File: config.mk
export PLATFORM = sky130hd
export DESIGN_NAME = pic_cmd
export DESIGN_NICKNAME = d
export VERILOG_FILES = /design/src/rtl/pic_pkg.sv /design/src/rtl/pic_cmd.sv
export SDC_FILE = /design/constraint.sdc
export NUM_CORES = 1
export LEC_CHECK = 0
export BUFFER_PORTS_ARGS = -buffer_cell sky130_fd_sc_hd__buf_2
export CAP_MARGIN = 10
export CORE_ASPECT_RATIO = 1.1
export CORE_MARGIN = 10
export CORE_UTILIZATION = 49
export CTS_CLUSTER_DIAMETER = 60
export DETAILED_ROUTE_END_ITERATION = 8
export GPL_TIMING_DRIVEN = 0
export PLACE_DENSITY = 0.85
export SETUP_SLACK_MARGIN = 0.05
export SKIP_CTS_REPAIR_TIMING = 1
export SLEW_MARGIN = 0
export SYNTH_ARGS = -nofsm -noshare
export SYNTH_HDL_FRONTEND = slang
export SYNTH_SLANG_ARGS = --single-unit
File: constraint.sdc
create_clock -name ref_clk -period 2.5 [get_ports ref_clk]
set_clock_uncertainty 0.15 [all_clocks]
set_input_delay 0.5 -clock ref_clk [delete_from_list [all_inputs] [get_ports ref_clk]]
set_output_delay 0.5 -clock ref_clk [all_outputs]
set_load 0.05 [all_outputs]
File: src/rtl/pic_pkg.sv
// pic_pkg: constants and carriers for the port input config command decoder
// assumes one 100 MHz clock and a byte-wide command stream from the host side
package pic_pkg;

  // ---------------------------------------------------------------
  // command characters
  // ---------------------------------------------------------------
  localparam logic [7:0] CH_THRESH  = 8'h23;
  localparam logic [7:0] CH_SCHMITT = 8'h24;
  localparam logic [7:0] CH_UP_A    = 8'h41;
  localparam logic [7:0] CH_UP_C    = 8'h43;
  localparam logic [7:0] CH_LO_A    = 8'h61;
  localparam logic [7:0] CH_LO_C    = 8'h63;
  localparam logic [7:0] CASE_BIT   = 8'h20;

  // ---------------------------------------------------------------
  // widths and reset values
  // ---------------------------------------------------------------
  localparam int         NUM_PORTS   = 3;
  localparam logic [7:0] THRESH_RST  = 8'hff;
  localparam logic [7:0] SCHMITT_RST = 8'hff;
  localparam logic [7:0] DIR_RST     = 8'hff;
  localparam logic [7:0] ZERO_BYTE   = 8'h00;
  localparam logic [1:0] PORT_NONE   = 2'h3;

  typedef enum {PIC_IDLE, PIC_CODE, PIC_DATA, PIC_REPLY_HI, PIC_REPLY_LO} pic_state_e;

  // one byte with its strobe
  typedef struct packed {
    logic       valid;
    logic [7:0] data;
  } pic_byte_s;

  // per-port input configuration
  typedef struct packed {
    logic [7:0] thresh;
    logic [7:0] schmitt;
  } pic_cfg_s;

endpackage : pic_pkg

File: src/rtl/pic_cmd.sv
// pic_cmd: command interpreter for port input threshold, schmitt and read
// assumes rx bytes arrive in order from the network side, one per strobe,
// and tx bytes are taken by the network side at each edge where tx.valid and tx_ready are both high
//
// Operation
// - a threshold write for port b or c is '#', the port letter, then a select byte, 0=2.5V 1=1.4V.
// - every threshold select register powers up at 255, giving 1.4V on every line.
// - a schmitt write for port a, b or c is '$', the port letter, then an enable byte, 0 means on.
// - every schmitt enable register powers up at 255, all schmitt triggers off.
// - a schmitt write replaces all eight bits at once and only acts on input lines.
// - a port read is one lower-case letter, answered by the upper-case letter and a value byte.
// - a port read samples all eight pins of the port at one instant.
// - output lines are reported at their pin level, never from the output latch.
// - direction bit 0 is output, 1 is input, and all lines power up as inputs.
// - port a threshold uses the same three-byte form and encoding as ports b and c.
`timescale 1ns/1ps
`default_nettype none
module pic_cmd
  import pic_pkg::*;
(
  // clock and reset
  input  wire logic                 ref_clk,
  input  wire logic                 rst,
  // command stream in
  input  wire pic_byte_s            rx,
  output logic                      rx_ready,
  // reply stream out
  output pic_byte_s                 tx,
  input  wire logic                 tx_ready,
  // pins and direction from the port block
  input  wire logic [NUM_PORTS*8-1:0] pin_in,
  input  wire logic [NUM_PORTS*8-1:0] port_dir,
  // effective input configuration toward the pad cells
  output logic [NUM_PORTS*8-1:0]    thresh_sel,
  output logic [NUM_PORTS*8-1:0]    schmitt_en
);

  // ---------------------------------------------------------------
  // helpers
  // ---------------------------------------------------------------
  // map an upper-case port letter to an index, PORT_NONE if not a port
  function automatic logic [1:0] port_of(input logic [7:0] ch);
    if (ch >= CH_UP_A && ch <= CH_UP_C)
      port_of = 2'(ch - CH_UP_A);
    else
      port_of = PORT_NONE;
  endfunction : port_of

  // ---------------------------------------------------------------
  // pin synchroniser
  // ---------------------------------------------------------------
  // pins are asynchronous; nothing but pin_sync reads pin_meta
  logic [NUM_PORTS*8-1:0] pin_meta;
  logic [NUM_PORTS*8-1:0] pin_sync;

  always_ff @(posedge ref_clk)
  begin
    pin_meta <= pin_in;
    pin_sync <= pin_meta;
  end

  // ---------------------------------------------------------------
  // decoder state
  // ---------------------------------------------------------------
  pic_state_e state;
  pic_state_e next_state;
  logic [7:0] cmd;
  logic [7:0] next_cmd;
  logic [1:0] port;
  logic [1:0] next_port;
  logic [7:0] reply;
  logic [7:0] next_reply;
  pic_byte_s  next_tx;
  logic       next_rx_ready;
  pic_cfg_s   cfg      [NUM_PORTS];
  pic_cfg_s   next_cfg [NUM_PORTS];

  always_comb
  begin
    next_state    = state;
    next_cmd      = cmd;
    next_port     = port;
    next_reply    = reply;
    next_tx       = tx;
    next_cfg      = cfg;
    next_rx_ready = 1'b0;
    case (state)
      PIC_IDLE:
      begin
        // one byte taken per handshake; reply states hold rx_ready low
        next_rx_ready = 1'b1;
        if (rx.valid && rx_ready)
        begin
          next_rx_ready = 1'b0;
          if (rx.data == CH_THRESH || rx.data == CH_SCHMITT)
          begin
            next_cmd   = rx.data;
            next_state = PIC_CODE;
          end
          else if (rx.data >= CH_LO_A && rx.data <= CH_LO_C)
          begin
            // whole port captured in one cycle from pins
            next_port  = port_of(rx.data & ~CASE_BIT);
            next_reply = pin_sync[next_port*8 +: 8];
            next_tx    = '{valid: 1'b1, data: rx.data & ~CASE_BIT};
            next_state = PIC_REPLY_HI;
          end
        end
      end
      PIC_CODE:
      begin
        next_rx_ready = 1'b1;
        if (rx.valid && rx_ready)
        begin
          next_rx_ready = 1'b0;
          next_port     = port_of(rx.data);
          // unknown port letter drops the message
          if (next_port == PORT_NONE)
            next_state = PIC_IDLE;
          else
          begin
            // ready stays up so the data byte can follow at once
            next_state    = PIC_DATA;
            next_rx_ready = 1'b1;
          end
        end
      end
      PIC_DATA:
      begin
        next_rx_ready = 1'b1;
        if (rx.valid && rx_ready)
        begin
          next_rx_ready = 1'b0;
          // full byte replaces the register, no per-bit update
          if (cmd == CH_THRESH)
            next_cfg[port].thresh = rx.data;
          else
            next_cfg[port].schmitt = rx.data;
          next_state = PIC_IDLE;
        end
      end
      PIC_REPLY_HI:
        if (tx_ready)
        begin
          next_tx    = '{valid: 1'b1, data: reply};
          next_state = PIC_REPLY_LO;
        end
      PIC_REPLY_LO:
        if (tx_ready)
        begin
          next_tx    = '{valid: 1'b0, data: ZERO_BYTE};
          next_state = PIC_IDLE;
        end
      default:
        next_state = PIC_IDLE;
    endcase
  end

  always_ff @(posedge ref_clk)
  begin
    if (rst)
    begin
      state    <= PIC_IDLE;
      cmd      <= ZERO_BYTE;
      port     <= 2'h0;
      reply    <= ZERO_BYTE;
      tx       <= '{valid: 1'b0, data: ZERO_BYTE};
      rx_ready <= 1'b0;
      for (int i = 0; i < NUM_PORTS; i++)
        cfg[i] <= '{thresh: THRESH_RST, schmitt: SCHMITT_RST};
    end
    else
    begin
      state    <= next_state;
      cmd      <= next_cmd;
      port     <= next_port;
      reply    <= next_reply;
      tx       <= next_tx;
      rx_ready <= next_rx_ready;
      cfg      <= next_cfg;
    end
  end

  // ---------------------------------------------------------------
  // pad configuration
  // ---------------------------------------------------------------
  // output lines get the reset value so pads see no stray schmitt/threshold
  // setting; the stored register keeps what the host wrote, so a line turned
  // back into an input gets its setting again without a new write
  wire logic [NUM_PORTS*8-1:0] next_thresh_sel;
  wire logic [NUM_PORTS*8-1:0] next_schmitt_en;
  genvar g;

  generate
    for (g = 0; g < NUM_PORTS; g++)
    begin : g_pad
      // direction 1 means input; only inputs take the setting
      assign next_thresh_sel[g*8 +: 8] = (cfg[g].thresh & port_dir[g*8 +: 8])
                                         | (THRESH_RST & ~port_dir[g*8 +: 8]);
      assign next_schmitt_en[g*8 +: 8] = (cfg[g].schmitt & port_dir[g*8 +: 8])
                                         | (SCHMITT_RST & ~port_dir[g*8 +: 8]);
    end
  endgenerate

  // registered so the pad controls stay glitch free while direction changes
  always_ff @(posedge ref_clk)
  begin
    if (rst)
    begin
      thresh_sel <= {NUM_PORTS{THRESH_RST}};
      schmitt_en <= {NUM_PORTS{SCHMITT_RST}};
    end
    else
    begin
      thresh_sel <= next_thresh_sel;
      schmitt_en <= next_schmitt_en;
    end
  end

endmodule : pic_cmd
`default_nettype wire

==> impl_metrics.tcl <==
set metrics [dict create \
    crit_chain "or3b_4 > a2111oi_4 > buf_4 > nor2b_1 > a211o_1" \
    cp_num_buf_inv 1 \
    fp-row-count 42 \
    route.met3.wl_um 1370 \
    worstSkewPairLatency_ns 0.44 \
    met2_length_um 7160 \
    grt_use_total_pct 17.0 \
    grt_pass1_vias 4731 \
    cts.clk_slew.worst_paths_ns 0.07 \
    synthTopCellsByArea "dfxtp_1 (58%), or3b_2 (7.1%), a211o_1 (6.9%)" \
    n_fill_cell 961 \
    cp.arrival_ns 2.58 \
    antenna_left 0 \
    pwr_density_cell_mw_per_mm2 761 \
    routed.top_layer "met5" \
    start_util_pct 50.2 \
    yosysUniqueCellTypes 51 \
    wl_per_cell_um 17.7 \
    utilization_pct 62.2 \
    ys_warn_count 0 \
    worstPathMaxFanout 10 \
    worstSetupPathType "reg -> reg" \
    synth_top_area_cell "dfxtp_1" \
    rrSetupSlack_ns 0.09 \
    syn_avg_cell_area_um2 11.1 \
    place.gp.congestion 0.925 \
    synthFlopType "dfxtp_1" \
    placed_cell_area_mm2 0.00685 \
    cts_root_buffer "clkbuf_16" \
    whs_endpoint "pin_meta[4]" \
    die_h_um 137 \
    drive_gt1_share_pct 32.3 \
    via_per_inst 5.64 \
    crit_slowest_cell "a2111oi_4" \
    dieArea_mm2 0.0172 \
    dp_cells 816 \
    hold_depth 1 \
    synth_edf_count 0 \
    tritoncts "built" \
    worst-r2r-cell-count 5 \
    layout_worst_path_cycle_share_pct 96.3 \
    synthesis.area_mm2 0.00607 \
    fin_crit_ns 2.41 \
    fin_nets 747 \
    finalSetupViolCount 0 \
    drtIter0Drc 453 \
    vdd_drop_max_mv 0.528 \
    worstHoldStart "pin_in[4]" \
    syn2layout_area_growth_pct 23.8 \
    grt_setup_unrepaired "true" \
    cts_num_sinks 175 \
    grt_max_degree 21 \
    setup_ws_ns 0.0919 \
    rr_startpoint "state[1]" \
    maxCapViolCount 0 \
    drc 0 \
    grt_pass1_wl_um 23700 \
    finalInstanceArea_mm2 0.00752 \
    max-clock-path-buffers 2 \
    outcome "completed" \
    grt.overflow.total 0 \
    async_flop_share_pct 0 \
    hold_viol_final 0 \
    synth_top_area_share_pct 57.7 \
    antenna_found_initial 2 \
    insertedDiodeCount 0 \
    hp-class "in -> reg" \
    synth_nets 609 \
    start_kind "flip-flop" \
    fin_tns_setup_ns 0 \
    ys_seq_elements 175 \
    numCtsBuffers 17 \
    crit_path_end_kind "flip-flop" \
    cts_max_level 4 \
    place_ws_ns -0.559 \
    ios 118 \
    max_clock_freq_mhz 415 \
    die_w_um 126 \
    portBuffers 117 \
    vias 4794 \
    path_delay_family "compound AO/OA/AOI/OAI gates" \
    slew_headroom_pct 58.2 \
    slowest_delay_ns 0.60 \
    worstReg2RegEnd "cfg[37]" \
    leakage_nw 2.97 \
    critical_path_required_ns 2.67 \
    dr.pass1.iters 5 \
    ys_seq_area_share_pct 57.7 \
    dpl.hpwl_um 10700 \
    worstMarginPinSlew_ns 0.627 \
    met1_length_um 6110 \
    core_area_mm2 0.0121 \
    routed_wl_um 15000 \
    drv_slew 0 \
    syn-instance-count 545 \
    final_cells 850 \
]
power breakdown:
part	switching (W)	internal [W]
sequential	0.0000120	0.00283
clock	0.00127	0.00136
combinational	0.000148	0.0000921
logic make-up after synthesis:
logic type	count (synthesis)	share of synthesized area (%)
AND/OR/NAND/NOR	179	20.4
buffers and inverters	48	3.09
AO/OA/AOI/OAI	122	15.0
adder cells (fa/ha/maj)	4	0.824
multiplexers	17	2.95
flip-flops	175	57.7
cell usage after synthesis (2+ instances only):
cell type and number:
dfxtp_1 175, or3b_2 49, a211o_1 48, clkbuf_1 32
a21oi_1 27, and3_1 26, nor2b_1 25, nor2_1 19
o21ai_0 19, mux2i_1 10, nand4_1 10, inv_1 9
nand2_1 9, o2bb2ai_1 8, a2111oi_0 7, mux2_2 7
and2_1 6, nand2b_1 5, nand3_1 5, ha_1 4
nor3_1 4, a311oi_1 3, buf_2 3, nor3b_1 3
a221o_1 2, buf_1 2, nand3b_1 2, o31ai_1 2
or4b_2 2
worst max path at each step:
| stage | from | endpoint | slack [ns] | cells after the start |
|---|---|---|---|---|
| final | state[1] | cfg[37] | 0.09 | 5 |
| after global placement | rx[1] | tx[6] | -0.51 | 8 |
| after CTS | rx[1] | tx[7] | -0.13 | 8 |
| after detailed placement | rx[0] | tx[7] | -0.56 | 8 |
| after global routing | state[0] | tx[0] | -0.006 | 5 |
| after floorplan | rx[0] | state[1] | 0.15 | 7 |
worst reg2reg max path, delay by kind of cell, from the launching register on:
kind / cells / cell delay, ns
AOI/OAI and AO/OA: 2 / 0.86
buffers and inverters: 1 / 0.28
DFF: 1 / 0.45
and+or+nand+nor: 2 / 0.55
through the flow:
stage | total power [W] | hold slack [ns]
finish | 0.00572 | 0.00855
global route | 0.00587 | 0.000584
CTS | 0.00574 | 0.00257
detailed placement | 0.00313 | 0.162
global placement | 0.00312 | 0.163
floorplan | 0.00303 | 0.160
cell type report:
type	instances	area (um2)	share of cell area, %
multi-input combinational	322	2400	32.0
inverter	10	37.5	0.499
tap	154	193	2.56
clock inverter	15	189	2.51
clock buffer	17	425	5.66
timing repair buffer	120	616	8.19
buffer	37	149	1.98
sequential	175	3500	46.6
layout by cell type (no fill, tap or decap), types with 17 or more instances in the layout:
| cell | count |
|---|---|
| dfxtp_1 | 175 |
| nor2b_1 | 25 |
| a21oi_1 | 27 |
| buf_2 | 120 |
| clkbuf_16 | 17 |
| o21ai_0 | 19 |
| nor2_1 | 19 |
| clkbuf_1 | 29 |
| and3_1 | 26 |
| a211o_1 | 48 |
| or3b_2 | 49 |
flip-flops by register name, summed over array words and instances (netlist names):
register / count
schmitt_en: 24
thresh_sel: 24
tx: 9
state: 3
cmd: 8
pin_sync: 24
cfg: 48
pin_meta: 24
port: 2
reply: 8
rx_ready: 1
per-layer routing:
layer  vias to the layer above  global-route usage [%]
met2                       241                    28.6
met3                        45                    6.58
met5                         -                       0
met1                      2240                    19.4
met4                         4                    6.01
li1                       2264                       -
Note: power is estimated with default switching activity, not from simulation.
